## src/verilog/timer_pkg.sv

```systemverilog
package timer_pkg;

	// ****************************************
	// Register byte offsets
	// ****************************************
	localparam logic [7:0]      OFF_CONTROL_TWO  = 8'h00;
	localparam logic [7:0]      OFF_CONTROL_ONE  = 8'h04;
	localparam logic [7:0]      OFF_STATUS       = 8'h08;
	localparam logic [1:0][7:0] OFF_CAPTURE_HIGH = {8'h1C, 8'h0C};
	localparam logic [1:0][7:0] OFF_CAPTURE_LOW  = {8'h20, 8'h10};
	localparam logic [1:0][7:0] OFF_COMPARE_HIGH = {8'h24, 8'h14};
	localparam logic [1:0][7:0] OFF_COMPARE_LOW  = {8'h28, 8'h18};
	localparam logic [7:0]      OFF_COUNT_HIGH   = 8'h2C;
	localparam logic [7:0]      OFF_COUNT_LOW    = 8'h30;
	localparam logic [7:0]      OFF_ALT_HIGH     = 8'h34;
	localparam logic [7:0]      OFF_ALT_LOW      = 8'h38;

	// ****************************************
	// Control two fields
	// ****************************************
	localparam int CTL2_EDGE     = 0;
	localparam int CTL2_CLK      = 1;
	localparam int CTL2_CAP_EDGE = 3;
	localparam int CTL2_PWM      = 4;
	localparam int CTL2_OPM      = 5;
	localparam int CTL2_OE_TWO   = 6;
	localparam int CTL2_OE_ONE   = 7;

	// ****************************************
	// Control one fields
	// ****************************************
	localparam int         CTL1_LEVEL_ONE = 0;
	localparam int         CTL1_CAP_EDGE  = 1;
	localparam int         CTL1_LEVEL_TWO = 2;
	localparam int         CTL1_FORCE     = 3;
	localparam int         CTL1_CMP_IE    = 6;
	localparam int         CTL1_CAP_IE    = 7;
	localparam logic [7:0] CTL1_STORE     = 8'hC7;

	// ****************************************
	// Status fields
	// ****************************************
	localparam logic [1:0][2:0] ST_CAPTURE = {3'h4, 3'h7};
	localparam logic [1:0][2:0] ST_COMPARE = {3'h3, 3'h6};

	// ****************************************
	// Clock select codes
	// ****************************************
	localparam logic [1:0] CLK_DIV4 = 2'h0;
	localparam logic [1:0] CLK_DIV8 = 2'h1;
	localparam logic [1:0] CLK_DIV2 = 2'h2;
	localparam logic [1:0] CLK_EXT  = 2'h3;

	// ****************************************
	// Reset and reload values
	// ****************************************
	localparam logic [7:0]  CONTROL_RESET  = 8'h00;
	localparam logic [15:0] COMPARE_RESET  = 16'h8000;
	localparam logic [15:0] COUNTER_RELOAD = 16'hFFFC;
	localparam logic [15:0] CAPTURE_PULSE  = 16'hFFFD;

	// ****************************************
	// Bus responses
	// ****************************************
	localparam logic [1:0] RESP_OKAY   = 2'h0;
	localparam logic [1:0] RESP_SLVERR = 2'h2;

endpackage

```

## src/verilog/timer_capture_compare_pulse.sv

```systemverilog
`timescale 1ns/1ns
`default_nettype none

module timer_capture_compare_pulse #(
	parameter int ADDR_W = 8
) (
	// Clock and reset
	input  wire logic              aclk,
	input  wire logic              aresetn,
	// AXI4-Lite write
	input  wire logic [ADDR_W-1:0] awaddr,
	input  wire logic              awvalid,
	output logic                   awready,
	input  wire logic [31:0]       wdata,
	input  wire logic [3:0]        wstrb,
	input  wire logic              wvalid,
	output logic                   wready,
	output logic [1:0]             bresp,
	output logic                   bvalid,
	input  wire logic              bready,
	// AXI4-Lite read
	input  wire logic [ADDR_W-1:0] araddr,
	input  wire logic              arvalid,
	output logic                   arready,
	output logic [31:0]            rdata,
	output logic [1:0]             rresp,
	output logic                   rvalid,
	input  wire logic              rready,
	// Timer pins
	input  wire logic              ext_clock_pin,
	input  wire logic              capture_pin_one,
	input  wire logic              capture_pin_two,
	output logic                   compare_pin_one,
	output logic                   compare_pin_one_oe,
	output logic                   compare_pin_two,
	output logic                   compare_pin_two_oe,
	// Interrupt request
	output logic                   timer_irq
);

	// ****************************************
	// State
	// ****************************************
	typedef struct packed {
		logic [7:0]       ctl_one;
		logic [7:0]       ctl_two;
		logic [15:0]      count;
		logic [2:0]       presc;
		logic             tick_d;
		logic [2:0]       ext_sync;
		logic [1:0]       cap_s1;
		logic [1:0]       cap_s2;
		logic [1:0]       cap_s3;
		logic [1:0][15:0] capture_value;
		logic [1:0][15:0] compare_value;
		logic [1:0]       compare_hold;
		logic [1:0]       capture_lock;
		logic [1:0]       capture_flag;
		logic [1:0]       compare_flag;
		logic [1:0]       capture_seen;
		logic [1:0]       compare_seen;
		logic [1:0]       pin;
		logic [1:0]       pin_oe;
		logic             irq;
		logic             aw_rdy;
		logic             w_rdy;
		logic             ar_rdy;
		logic [ADDR_W-1:0] wr_addr;
		logic [7:0]       wr_data;
		logic             wr_lane;
		logic             b_vld;
		logic [1:0]       b_resp;
		logic             r_vld;
		logic [1:0]       r_resp;
		logic [7:0]       r_data;
	} state_s;

	state_s s;
	state_s next_s;

	// ****************************************
	// Address decode
	// ****************************************
	function automatic logic at(input logic [ADDR_W-1:0] a, input logic [7:0] off);
		at = ((a >> 2) == (ADDR_W'(off) >> 2));
	endfunction

	// ****************************************
	// Next state
	// ****************************************
	always_comb begin
		logic             tick;
		logic             pwm;
		logic             one_pulse_select;
		logic [1:0]       cap_edge;
		logic [1:0]       oe;
		logic [1:0]       level;
		logic [1:0]       match;
		logic [15:0]      target;
		logic             do_wr;
		logic             do_rd;
		logic             wr_hit;
		logic             rd_hit;
		logic [7:0]       rd_val;
		logic             count_reload;
		next_s       = s;
		tick         = 1'b0;
		match        = 2'h0;
		target       = 16'h0;
		wr_hit       = 1'b0;
		rd_hit       = 1'b0;
		rd_val       = 8'h00;
		count_reload = 1'b0;
		cap_edge     = 2'h0;
		do_wr        = 1'b0;
		do_rd        = 1'b0;
		pwm          = s.ctl_two[timer_pkg::CTL2_PWM];
		one_pulse_select          = s.ctl_two[timer_pkg::CTL2_OPM] & ~pwm;
		oe           = {s.ctl_two[timer_pkg::CTL2_OE_TWO], s.ctl_two[timer_pkg::CTL2_OE_ONE]};
		level        = {s.ctl_one[timer_pkg::CTL1_LEVEL_TWO], s.ctl_one[timer_pkg::CTL1_LEVEL_ONE]};

		// Synchronisers
		next_s.ext_sync = {s.ext_sync[1:0], ext_clock_pin};
		next_s.cap_s1   = {capture_pin_two, capture_pin_one};
		next_s.cap_s2   = s.cap_s1;
		next_s.cap_s3   = s.cap_s2;

		// Timer clock
		next_s.presc = s.presc + 3'h1;
		case (s.ctl_two[timer_pkg::CTL2_CLK +: 2])
			timer_pkg::CLK_DIV2: tick = s.presc[0];
			timer_pkg::CLK_DIV4: tick = &s.presc[1:0];
			timer_pkg::CLK_DIV8: tick = &s.presc;
			timer_pkg::CLK_EXT:  tick = (s.ext_sync[1] != s.ext_sync[2]) &&
				(s.ext_sync[1] == s.ctl_two[timer_pkg::CTL2_EDGE]);
			default:             tick = 1'b0;
		endcase
		next_s.tick_d = tick;
		if (tick) begin
			next_s.count = s.count + 16'h1;
		end

		// Capture edges, polarity per channel
		cap_edge[0] = (s.cap_s2[0] != s.cap_s3[0]) &&
			(s.cap_s2[0] == s.ctl_one[timer_pkg::CTL1_CAP_EDGE]);
		cap_edge[1] = (s.cap_s2[1] != s.cap_s3[1]) &&
			(s.cap_s2[1] == s.ctl_two[timer_pkg::CTL2_CAP_EDGE]);

		// Compare matches, one count late except divide by two
		for (int i = 0; i < 2; i++) begin
			if (s.ctl_two[timer_pkg::CTL2_CLK +: 2] == timer_pkg::CLK_DIV2) begin
				target = s.compare_value[i];
			end else begin
				target = s.compare_value[i] + 16'h1;
			end
			match[i] = s.tick_d && !s.compare_hold[i] && (s.count == target);
		end

		// Bus write path
		do_wr = !s.aw_rdy && !s.w_rdy && !s.b_vld;
		if (do_wr) begin
			next_s.b_vld = 1'b1;
			wr_hit       = at(s.wr_addr, timer_pkg::OFF_CONTROL_TWO) ||
				at(s.wr_addr, timer_pkg::OFF_CONTROL_ONE) || at(s.wr_addr, timer_pkg::OFF_STATUS) ||
				at(s.wr_addr, timer_pkg::OFF_COUNT_HIGH) || at(s.wr_addr, timer_pkg::OFF_COUNT_LOW) ||
				at(s.wr_addr, timer_pkg::OFF_ALT_HIGH) || at(s.wr_addr, timer_pkg::OFF_ALT_LOW);
			if (s.wr_lane && at(s.wr_addr, timer_pkg::OFF_CONTROL_TWO)) begin
				next_s.ctl_two = s.wr_data;
			end
			if (s.wr_lane && at(s.wr_addr, timer_pkg::OFF_CONTROL_ONE)) begin
				next_s.ctl_one = s.wr_data & timer_pkg::CTL1_STORE;
				for (int i = 0; i < 2; i++) begin
					if (s.wr_data[timer_pkg::CTL1_FORCE + i] && !pwm &&
						!s.ctl_two[timer_pkg::CTL2_OPM]) begin
						next_s.pin[i] = s.wr_data[2 * i];
					end
				end
			end
			if (s.wr_lane && (at(s.wr_addr, timer_pkg::OFF_COUNT_LOW) ||
				at(s.wr_addr, timer_pkg::OFF_ALT_LOW))) begin
				count_reload = 1'b1;
			end
			for (int i = 0; i < 2; i++) begin
				if (at(s.wr_addr, timer_pkg::OFF_CAPTURE_HIGH[i])) begin
					wr_hit = 1'b1;
				end
				if (at(s.wr_addr, timer_pkg::OFF_CAPTURE_LOW[i])) begin
					wr_hit = 1'b1;
					if (s.capture_seen[i]) begin
						next_s.capture_flag[i] = 1'b0;
						next_s.capture_seen[i] = 1'b0;
					end
				end
				if (at(s.wr_addr, timer_pkg::OFF_COMPARE_HIGH[i])) begin
					wr_hit = 1'b1;
					if (s.wr_lane) begin
						next_s.compare_value[i][15:8] = s.wr_data;
						next_s.compare_hold[i]        = 1'b1;
					end
				end
				if (at(s.wr_addr, timer_pkg::OFF_COMPARE_LOW[i])) begin
					wr_hit = 1'b1;
					if (s.wr_lane) begin
						next_s.compare_value[i][7:0] = s.wr_data;
						next_s.compare_hold[i]       = 1'b0;
					end
					if (s.compare_seen[i]) begin
						next_s.compare_flag[i] = 1'b0;
						next_s.compare_seen[i] = 1'b0;
					end
				end
			end
			next_s.b_resp = wr_hit ? timer_pkg::RESP_OKAY : timer_pkg::RESP_SLVERR;
		end

		// Bus read path
		do_rd = s.ar_rdy && arvalid;
		if (do_rd) begin
			next_s.ar_rdy = 1'b0;
			next_s.r_vld  = 1'b1;
			rd_hit        = 1'b1;
			if (at(araddr, timer_pkg::OFF_CONTROL_TWO)) begin
				rd_val = s.ctl_two;
			end else if (at(araddr, timer_pkg::OFF_CONTROL_ONE)) begin
				rd_val = s.ctl_one;
			end else if (at(araddr, timer_pkg::OFF_STATUS)) begin
				for (int i = 0; i < 2; i++) begin
					rd_val[timer_pkg::ST_CAPTURE[i]] = s.capture_flag[i];
					rd_val[timer_pkg::ST_COMPARE[i]] = s.compare_flag[i];
				end
				next_s.capture_seen = s.capture_seen | s.capture_flag;
				next_s.compare_seen = s.compare_seen | s.compare_flag;
			end else if (at(araddr, timer_pkg::OFF_COUNT_HIGH) ||
				at(araddr, timer_pkg::OFF_ALT_HIGH)) begin
				rd_val = s.count[15:8];
			end else if (at(araddr, timer_pkg::OFF_COUNT_LOW) ||
				at(araddr, timer_pkg::OFF_ALT_LOW)) begin
				rd_val = s.count[7:0];
			end else begin
				rd_hit = 1'b0;
			end
			for (int i = 0; i < 2; i++) begin
				if (at(araddr, timer_pkg::OFF_CAPTURE_HIGH[i])) begin
					rd_hit                 = 1'b1;
					rd_val                 = s.capture_value[i][15:8];
					next_s.capture_lock[i] = 1'b1;
				end
				if (at(araddr, timer_pkg::OFF_CAPTURE_LOW[i])) begin
					rd_hit                 = 1'b1;
					rd_val                 = s.capture_value[i][7:0];
					next_s.capture_lock[i] = 1'b0;
					if (s.capture_seen[i]) begin
						next_s.capture_flag[i] = 1'b0;
						next_s.capture_seen[i] = 1'b0;
					end
				end
				if (at(araddr, timer_pkg::OFF_COMPARE_HIGH[i])) begin
					rd_hit = 1'b1;
					rd_val = s.compare_value[i][15:8];
				end
				if (at(araddr, timer_pkg::OFF_COMPARE_LOW[i])) begin
					rd_hit = 1'b1;
					rd_val = s.compare_value[i][7:0];
					if (s.compare_seen[i]) begin
						next_s.compare_flag[i] = 1'b0;
						next_s.compare_seen[i] = 1'b0;
					end
				end
			end
			next_s.r_data = rd_val;
			next_s.r_resp = rd_hit ? timer_pkg::RESP_OKAY : timer_pkg::RESP_SLVERR;
		end

		// Capture channel two, usable in every mode
		if (cap_edge[1] && !s.capture_lock[1]) begin
			next_s.capture_flag[1]  = 1'b1;
			next_s.capture_value[1] = s.count;
		end

		// Channel one by mode
		if (pwm) begin
			if (match[0]) begin
				next_s.pin[0] = level[0];
			end
			if (match[1]) begin
				next_s.pin[0]          = level[1];
				next_s.capture_flag[0] = 1'b1;
				count_reload           = 1'b1;
			end
		end else if (one_pulse_select) begin
			if (cap_edge[0]) begin
				count_reload  = 1'b1;
				next_s.pin[0] = level[1];
				if (!s.capture_lock[0]) begin
					next_s.capture_flag[0]  = 1'b1;
					next_s.capture_value[0] = timer_pkg::CAPTURE_PULSE;
				end
			end
			if (match[0]) begin
				next_s.pin[0] = level[0];
			end
			if (match[1]) begin
				next_s.compare_flag[1] = 1'b1;
			end
		end else begin
			if (cap_edge[0] && !s.capture_lock[0]) begin
				next_s.capture_flag[0]  = 1'b1;
				next_s.capture_value[0] = s.count;
			end
			for (int i = 0; i < 2; i++) begin
				if (match[i]) begin
					next_s.compare_flag[i] = 1'b1;
					if (oe[i]) begin
						next_s.pin[i] = level[i];
					end
				end
			end
		end
		if (count_reload) begin
			next_s.count  = timer_pkg::COUNTER_RELOAD;
			next_s.presc  = 3'h0;
			next_s.tick_d = 1'b0;
		end

		// Shared interrupt request
		next_s.irq = |(next_s.capture_flag & {2{s.ctl_one[timer_pkg::CTL1_CAP_IE]}}) |
			|(next_s.compare_flag & {2{s.ctl_one[timer_pkg::CTL1_CMP_IE]}});

		// Pin output enables, registered with the control they decode
		next_s.pin_oe[0] = next_s.ctl_two[timer_pkg::CTL2_OE_ONE] |
			next_s.ctl_two[timer_pkg::CTL2_PWM];
		next_s.pin_oe[1] = next_s.ctl_two[timer_pkg::CTL2_OE_TWO] &
			~next_s.ctl_two[timer_pkg::CTL2_PWM] & ~next_s.ctl_two[timer_pkg::CTL2_OPM];

		// Bus handshakes
		if (s.aw_rdy && awvalid) begin
			next_s.aw_rdy  = 1'b0;
			next_s.wr_addr = awaddr;
		end
		if (s.w_rdy && wvalid) begin
			next_s.w_rdy   = 1'b0;
			next_s.wr_data = wdata[7:0];
			next_s.wr_lane = wstrb[0];
		end
		if (s.b_vld && bready) begin
			next_s.b_vld  = 1'b0;
			next_s.aw_rdy = 1'b1;
			next_s.w_rdy  = 1'b1;
		end
		if (s.r_vld && rready) begin
			next_s.r_vld  = 1'b0;
			next_s.ar_rdy = 1'b1;
		end
	end

	// ****************************************
	// Registers
	// ****************************************
	always_ff @(posedge aclk) begin
		if (!aresetn) begin
			s               <= '0;
			s.ctl_one       <= timer_pkg::CONTROL_RESET;
			s.ctl_two       <= timer_pkg::CONTROL_RESET;
			s.count         <= timer_pkg::COUNTER_RELOAD;
			s.compare_value <= {2{timer_pkg::COMPARE_RESET}};
			s.pin           <= 2'h0;
			s.aw_rdy        <= 1'b1;
			s.w_rdy         <= 1'b1;
			s.ar_rdy        <= 1'b1;
		end else begin
			s <= next_s;
		end
	end

	// ****************************************
	// Outputs
	// ****************************************
	assign awready            = s.aw_rdy;
	assign wready             = s.w_rdy;
	assign bvalid             = s.b_vld;
	assign bresp              = s.b_resp;
	assign arready            = s.ar_rdy;
	assign rvalid             = s.r_vld;
	assign rresp              = s.r_resp;
	assign rdata              = {24'h000000, s.r_data};
	assign compare_pin_one    = s.pin[0];
	assign compare_pin_two    = s.pin[1];
	assign compare_pin_one_oe = s.pin_oe[0];
	assign compare_pin_two_oe = s.pin_oe[1];
	assign timer_irq          = s.irq;

endmodule // timer_capture_compare_pulse

`default_nettype wire

```

## config.mk

```make
export PLATFORM = sky130hd
export DESIGN_NAME = timer_capture_compare_pulse
export DESIGN_NICKNAME = d
export VERILOG_FILES = /design/src/verilog/timer_pkg.sv /design/src/verilog/timer_capture_compare_pulse.sv
export SDC_FILE = /design/constraint.sdc
export NUM_CORES = 1
export LEC_CHECK = 0
export BUFFER_PORTS_ARGS = -buffer_cell sky130_fd_sc_hd__clkbuf_2
export CELL_PAD_IN_SITES_DETAIL_PLACEMENT = 0
export CELL_PAD_IN_SITES_GLOBAL_PLACEMENT = 1
export CORE_AREA = 3 3 135 137
export CTS_BUF_LIST = sky130_fd_sc_hd__clkbuf_8
export DETAILED_ROUTE_END_ITERATION = 6
export DIE_AREA = 0 0 138 140
export PLACE_DENSITY_LB_ADDON = 0.1
export SYNTH_ARGS = -nofsm -noshare
export SYNTH_HDL_FRONTEND = slang
export SYNTH_SLANG_ARGS = --single-unit
```

## constraint.sdc

```tcl
create_clock -name aclk -period 7.7 [get_ports aclk]
set_input_delay 1.54 -clock aclk [delete_from_list [all_inputs] [get_ports aclk]]
set_output_delay 1.54 -clock aclk [all_outputs]
set_load 0.01 [all_outputs]
```

# Word level (Yosys, flattened, before mapping)
# Cells that the tools add are included.
# word_totals
elab_cells,285
input_bits,62
out_inout_bits,46
regBits,157
# op_classes
n_eq_ne,41
bitwise_logic,13
muxes,127
n_reduce_logical,63
add_sub_neg,4
# ops
cell,count
$mux W8,15
$mux W16,6
$mux W1,93
$eq A6 B4 Y1 const B,14
$add A16 B1 Y16 const B,3
$eq A6 B3 Y1 const B,8
$eq A16 B16 Y1,2
$eq A6 B2 Y1 const B,4
$logic_and A1 B1 Y1,23
$logic_not A8 Y1,2
$reduce_and A3 Y1,5
$mux W2,7
$eq A6 B1 Y1 const B,2
$mux W4,3
$mux W10,1
$reduce_and A2 Y1,5
$reduce_or A2 Y1,5
$logic_not A1 Y1,9
$logic_or A1 B1 Y1,9
$reduce_bool A2 Y1,3
$and A2 B2 Y2,2
$eq A2 B2 Y1 const B,2
$not A1 Y1,4
$or A2 B2 Y2,2
12 further kinds,19

# Longest topological paths before layout
# Gate-level depths: netlist (run 1).
# depth
word_depth,19
mapped_depth,12
mapped_depth_nobuf,10

# Worst setup path before layout (run 1)
# Ideal clock, no wire load.
# synth_timing
path_type,in2reg
startpoint,input port araddr[7]
endpoint,register s (netlist bit rdata[2])
arrival_time_ns,3.435
setup_time_ns,0.128
n_path_buf,1
path_stages,9
path_slack_ns,4.137
required_time_ns,7.572
cell_sequence,or3_1 > clkbuf_1 > nor3_1 > nand2b_1 > o21ai_0 > a32oi_1 > a221oi_1 > o22a_1 > nor2_1
# synth_between
elab_chain_cells,15
elab_cells_between_ends,30
classes_between,eq/ne: 14; mux: 13; reduce/logical: 3
# synth_rtl
element,line,text
"start, declared",timer_capture_compare_pulse.sv:22,"input wire logic [ADDR_W-1:0] araddr,"
$eq A6 B4 Y1,timer_capture_compare_pulse.sv:85,at = ((a >> 2) == (ADDR_W'(off) >> 2));
$logic_or A1 B1 Y1,timer_capture_compare_pulse.sv:236,"end else if (at(araddr, timer_pkg::OFF_COUNT_LOW) ||"
$mux W8,timer_capture_compare_pulse.sv:236,
$mux W8,timer_capture_compare_pulse.sv:233,"end else if (at(araddr, timer_pkg::OFF_COUNT_HIGH) ||"
$mux W3,timer_capture_compare_pulse.sv:226,"end else if (at(araddr, timer_pkg::OFF_STATUS)) begin"
$mux W8,timer_capture_compare_pulse.sv:224,"end else if (at(araddr, timer_pkg::OFF_CONTROL_ONE)) begin"
$mux W8,timer_capture_compare_pulse.sv:222,"if (at(araddr, timer_pkg::OFF_CONTROL_TWO)) begin"
$mux W8,timer_capture_compare_pulse.sv:243,"if (at(araddr, timer_pkg::OFF_CAPTURE_HIGH[i])) begin"
$mux W8,timer_capture_compare_pulse.sv:248,"if (at(araddr, timer_pkg::OFF_CAPTURE_LOW[i])) begin"
$mux W8,timer_capture_compare_pulse.sv:257,"if (at(araddr, timer_pkg::OFF_COMPARE_HIGH[i])) begin"
$mux W8,timer_capture_compare_pulse.sv:261,"if (at(araddr, timer_pkg::OFF_COMPARE_LOW[i])) begin"
$mux W8,timer_capture_compare_pulse.sv:243,
$mux W8,timer_capture_compare_pulse.sv:248,
$mux W8,timer_capture_compare_pulse.sv:257,
$mux W8 (*),timer_capture_compare_pulse.sv:261,
"end signal, assigned",timer_capture_compare_pulse.sv:371,s <= next_s;
"end, declared",timer_capture_compare_pulse.sv:78,state_s s;
# Mark *: on every way between the ends. The rest lies on a longest branch, timed or not.
# A chain may end at the register's enable or synchronous reset.

# Final worst setup path (run 1)
# layout_timing
startpoint,input port araddr[3]
endpoint,register s (netlist bit rdata[2])
# Same word-level chain as after synthesis.

==> impl_metrics.tcl, run 1 <==
set metrics [dict create \
    cts_buffers 17 \
    cts_hold_buffers 0 \
    viasPerCell 5.80 \
    largest-register "s" \
    cts_tree "done" \
    clock_latency_ps 470 \
    fin_nets 1058 \
    crit_fanout 8 \
    sw_frac_of_total_pct 27.3 \
    cts_max_path_buffers 2 \
    vdd_ir_drop_max_v 0.000139 \
    syn_area_per_cell_um2 8.18 \
    finalSetupViolations 0 \
    maxCapViolCount 0 \
    clock_sinks 153 \
    layout_common_cells "153 x dfxtp_1, 129 x nor2_1, 90 x nand2_1" \
    yosysWarnings 0 \
    worst_slew_pin_slew_ps 1220 \
    max_freq_mhz 261 \
    diodes 0 \
    ant_nets 0 \
    p_int_mw 1.12 \
    cp_cell_sequence "clkbuf_2 > or3_1 > nor3_1 > nand2b_1 > o21ai_0 > a32oi_1 > a221oi_1 > o22a_1 > nor2_1" \
    drt_iter0_drc 742 \
    cts_setup_buffers 0 \
    fin_tns_setup_ps 0 \
    grt_pass1_wl_mm 39.0 \
    async_reset_ff_share_pct 0 \
    synthDistinctLibCells 73 \
    largest_register_ff_count 127 \
    finalClockSkew_ps 13.3 \
    root_buffer "clkbuf_8" \
    start_kind "input port" \
    synth_top_flop_cell "dfxtp_1" \
    grt_max_degree 70 \
    htreeDepth 4 \
    p_sw_mw 0.421 \
    cts_resized 0 \
    io_buffers 50 \
    vias 7123 \
    drc 0 \
    rsz0062_at_grt "no" \
    fp-row-count 48 \
    cp.arrival_ps 4170 \
    final_common_cell "dfxtp_1" \
    combinationalPowerShare_pct 6.8 \
    cp_num_cells 9 \
    min_period_ps 3840 \
    hold_viol_final 0 \
    seqPwrFrac_pct 54.0 \
    initial_core_util_pct 47.6 \
    ff2ff_path_depth 9 \
    hold_depth 1 \
    finalMaxSlewViolations 0 \
    synth_edf_count 0 \
    routed_wl_mm 24.7 \
    wl_per_cell_um 20.1 \
    post-route-period-util_pct 49.8 \
    drive_above_1_share_pct 10.3 \
    synth-seq-area-share_pct 37.5 \
    grt_overflow 0 \
    p_clk_share_pct 39.1 \
    ys_ff_latch 153 \
    worstPathRequired_ps 8030 \
    die_w_um 138 \
    powerDensity_mw_per_mm2 178 \
    grt_pass1_vias 6529 \
    hpwlAfterDp_mm 17.6 \
    synthToLayoutAreaGrowth_pct 5.94 \
    io_pins 108 \
    path_clk_slew_ps 90 \
    dieArea_mm2 0.0193 \
    syn_inst 999 \
    leakage_nw 3.20 \
    slowest_stage "nor3_1" \
    cp-end-kind "register" \
    core_mm2 0.0172 \
    place_congestion 0.932 \
    critPathBufInv 1 \
    critPathKind "input port to register" \
    die_height_um 140 \
    fin_util_pct 50.4 \
    path_delay_family "simple AND/OR/NAND/NOR gates" \
    antenna_found_initial 0 \
    firstDrtPassIters 5 \
    hp-class "register to register" \
    slew_headroom_pct 18.7 \
    max_stage_delay_ps 730 \
    outcome "finished, final reports clean" \
    grt_usage_pct 25.7 \
    netlist_area_mm2 0.00817 \
]
## cells in the mapped netlist, types with 4 or more instances
cell type,n,area (um2)
dfxtp_1,153,3060
nor2_1,130,488
nand2_1,90,338
mux2i_1,61,611
clkbuf_1,55,206
a21oi_1,53,265
nand3_1,39,195
o21ai_0,39,195
buf_4,38,285
xnor2_1,27,236
nor3_1,26,130
xor2_1,26,228
and2_1,21,131
a211oi_1,16,120
nand4_1,16,100
a31oi_1,14,87.6
inv_1,14,52.6
nand2b_1,14,87.6
a22oi_1,13,97.6
a221oi_1,10,87.6
or3_1,10,62.6
and4_1,9,78.8
buf_2,8,40.0
nor2b_1,8,50.1
nor4_1,8,50.1
and3_1,6,37.5
ha_1,5,62.6
nor3b_1,5,37.5
o211ai_1,5,37.5
a221o_1,4,40.0
a311oi_1,4,35.0
nand3b_1,4,30.0
nand4b_1,4,35.0
## final timing paths
| path | startpoint | to | slack [ps] |
|---|---|---|---|
| max | araddr[3] | rdata[2] | 3860 |
| min | next_s[117] | next_s[115] | 440 |
| max reg2reg | s[146] | compare_pin_one | 4530 |
| min reg2reg | next_s[117] | next_s[115] | 440 |
## metal layers
layer,part of all wire (%),global-route usage (%)
met1,48,37.2
met2,43,38.7
met3,6.5,4.57
met4,2.2,8.84
met5,0,0
## power groups by stage
stage / Combinational (mW) / Sequential [mW] / Clock (mW)
after floorplan: 0.0914 / 0.840 / 0
after global placement: 0.104 / 0.851 / 0
after detailed placement: 0.105 / 0.851 / 0
after CTS: 0.105 / 0.833 / 0.617
after global routing: 0.118 / 0.836 / 0.648
final: 0.105 / 0.833 / 0.603
## through the flow
stage / setup slack, ps / area (um2) / total power [mW] / cells / hold WS (ps)
after floorplan: 4140 / 8270 / 0.931 / 1024 / 412
final: 3860 / 8660 / 1.54 / 1229 / 438
after CTS: 3900 / 8660 / 1.55 / 1229 / 443
after global placement: 3450 / 8270 / 0.955 / 1197 / 413
after detailed placement: 3410 / 8270 / 0.956 / 1197 / 420
after global routing: 3650 / 8660 / 1.60 / 1229 / 476
## cells by family (layout without fill, tap and decap cells)
family	count (synthesis)	count (layout)	synth area share, %
compound gates	201	201	16.4
xor+xnor	53	53	5.68
fa+ha+maj	5	5	0.765
buf+inv	121	101	7.64
flops	153	153	37.5
mux	64	64	8.02
other cells	1	26	0.0459
simple gates	401	401	24.0
## final cells by class
class,instances,area (um2)
Sequential cell,153,3060
Multi-Input combinational cell,750,4590
Clock inverter,14,138
Inverter,14,53.8
Clock buffer,18,248
Fill cell,1756,8520
Timing Repair Buffer,55,288
Tap cell,225,282
Power figures use the tool's default switching activity.
==> run 2: changes to the inputs <==
--- a/config.mk
+++ b/config.mk
@@ -8,10 +8,10 @@
 export BUFFER_PORTS_ARGS = -buffer_cell sky130_fd_sc_hd__clkbuf_2
 export CELL_PAD_IN_SITES_DETAIL_PLACEMENT = 0
 export CELL_PAD_IN_SITES_GLOBAL_PLACEMENT = 1
-export CORE_AREA = 3 3 135 137
+export CORE_AREA = 3 3 147 149
 export CTS_BUF_LIST = sky130_fd_sc_hd__clkbuf_8
 export DETAILED_ROUTE_END_ITERATION = 6
-export DIE_AREA = 0 0 138 140
+export DIE_AREA = 0 0 150 152
 export PLACE_DENSITY_LB_ADDON = 0.1
 export SYNTH_ARGS = -nofsm -noshare
 export SYNTH_HDL_FRONTEND = slang
==> constraint.sdc (replaced) <==
create_clock -name aclk -period 3.4 [get_ports aclk]
set_input_delay 0.68 -clock aclk [delete_from_list [all_inputs] [get_ports aclk]]
set_output_delay 0.68 -clock aclk [all_outputs]
set_load 0.01 [all_outputs]
==> run 2 against run 1 <==
Effect of this change:
- clock-buffer cell count decreased by 1
- non-clock buffer count up 40
- power is 130% higher
- wire length rose by 9.6%
- hold slack got worse by 23 ps
- combinational power up 150%
- first-iteration DRC count decreased by 26%
- cell count grew 6.8%
==> impl_metrics.tcl, run 2 (synthesis results as in run 1) <==
set metrics [dict create \
    fin_util_pct 44.4 \
    powerDensity_mw_per_mm2 388 \
    drc 0 \
    diodes 0 \
    viasPerCell 5.59 \
    maxCapViolCount 0 \
    die_w_um 150 \
    grt_usage_pct 23.5 \
    vdd_ir_drop_max_v 0.000195 \
    grt_busiest_layer "met1" \
    hpwlAfterDp_mm 20.0 \
    grt_max_degree 47 \
    start_kind "register" \
    dieArea_mm2 0.0228 \
    max_freq_mhz 331 \
    fin_tns_setup_ps 0 \
    largest-register "s" \
    layout_common_cells "153 x dfxtp_1, 129 x nor2_1, 90 x nand2_1" \
    worst_slew_pin_slew_ps 1110 \
    use_met2_pct 34.1 \
    antenna_found_initial 0 \
    gr-usage-met3_pct 4.38 \
    place_congestion 0.925 \
    hp-class "input port to register" \
    cts_tree "done" \
    grtUsageMet1_pct 35.1 \
    io_buffers 50 \
    synthToLayoutAreaGrowth_pct 10.2 \
    clock_sinks 153 \
    io_pins 108 \
    outcome "finished, final reports clean" \
    grt_pass1_wl_mm 41.2 \
    min_period_ps 3030 \
    path_clk_slew_ps 90 \
    cts_hold_buffers 0 \
    crit_fanout 9 \
    grt_pass1_vias 6682 \
    cp-end-kind "register" \
    fin_nets 1098 \
    htreeDepth 4 \
    multi_input_area_mm2 0.00459 \
    cts_max_path_buffers 2 \
    routed_wl_mm 27.0 \
    critPathKind "register to register" \
    worstPathRequired_ps 3750 \
    fp-row-count 52 \
    seqCellArea_mm2 0.00306 \
    ant_nets 0 \
    drive_above_1_share_pct 13.2 \
    post-route-period-util_pct 89.0 \
    cts_setup_buffers 0 \
    rsz0062_at_grt "no" \
    vias 7330 \
    drt_iter0_drc 551 \
    core_mm2 0.0203 \
    initial_core_util_pct 40.3 \
    cp.arrival_ps 3380 \
    clock_latency_ps 470 \
    hold_viol_final 0 \
    leakage_nw 3.40 \
    fillCellCount 2100 \
    finalSetupViolations 0 \
    finalClockSkew_ps 16.5 \
    slew_headroom_pct 26.1 \
    finalMaxSlewViolations 0 \
    final_common_cell "dfxtp_1" \
    largest_register_ff_count 127 \
    cts_buffers 17 \
    root_buffer "clkbuf_8" \
    cts_resized 0 \
    wl_per_cell_um 20.6 \
    firstDrtPassIters 6 \
    die_height_um 152 \
    grt_overflow 0 \
]
==> run 2: cell types whose count changed in the layout (fill, tap and decap cells not counted), sizes merged <==
cell | before | now
bufinv | 1 | 2
clkinvlp | 1 | 3
clkinv | 8 | 4
clkbuf | 68 | 67
buf | 5 | 45
==> run 2: final cells by class <==
type | count | area share [%]
clock buffers | 17 | 2.60
clock inverters | 13 | 1.49
inverters | 14 | 0.597
multi-input cells | 750 | 50.9
flip-flops and latches | 153 | 34.0
well taps | 270 | 3.75
repair buffers | 95 | 6.67
==> run 2: final timing paths <==
path,from,endpoint,slack [ps],cells past startpoint
worst max-delay path,s[146],compare_pin_one,370,9
worst min-delay path,capture_pin_one,next_s[117],410,2
worst max register to register,s[146],compare_pin_one,370,9
worst min register to register,next_s[117],next_s[115],440,1
==> run 2: worst max-delay path, cell delays in order, from the launching register on <==
cell and delay, ps:
dfxtp_1 480, nor2b_1 620, o21ai_0 210, a2111oi_2 390, o2111ai_1 180, nor4_1 270, and4b_1 370, and2b_1 160
o21ai_1 50, and4_1 190
==> run 2: power breakdown <==
group,total [mW],internal (mW),switching (mW)
Clock,1.36,0.640,0.716
Combinational,0.258,0.0950,0.163
Sequential,1.88,1.83,0.0448
Total,3.49,2.57,0.924
==> run 2: per-layer routing <==
metal  part of all wire, %  wire length, um  vias up
li1                      -                -     3560
met1                    48            13000     3489
met2                    43            11700      246
met3                   6.0             1640       35
met4                   2.6              711        0
met5                     0                0        -
==> run 2: through the flow <==
stage	total power [mW]	cell area, um2	hold slack, ps	instances	setup slack [ps]
detailed placement	2.18	8640	422	1282	448
finish	3.49	9010	414	1312	374
floorplan	2.11	8270	412	1024	697
global placement	2.18	8640	416	1282	475
CTS	3.53	9010	392	1312	405
global route	3.65	9010	393	1312	151
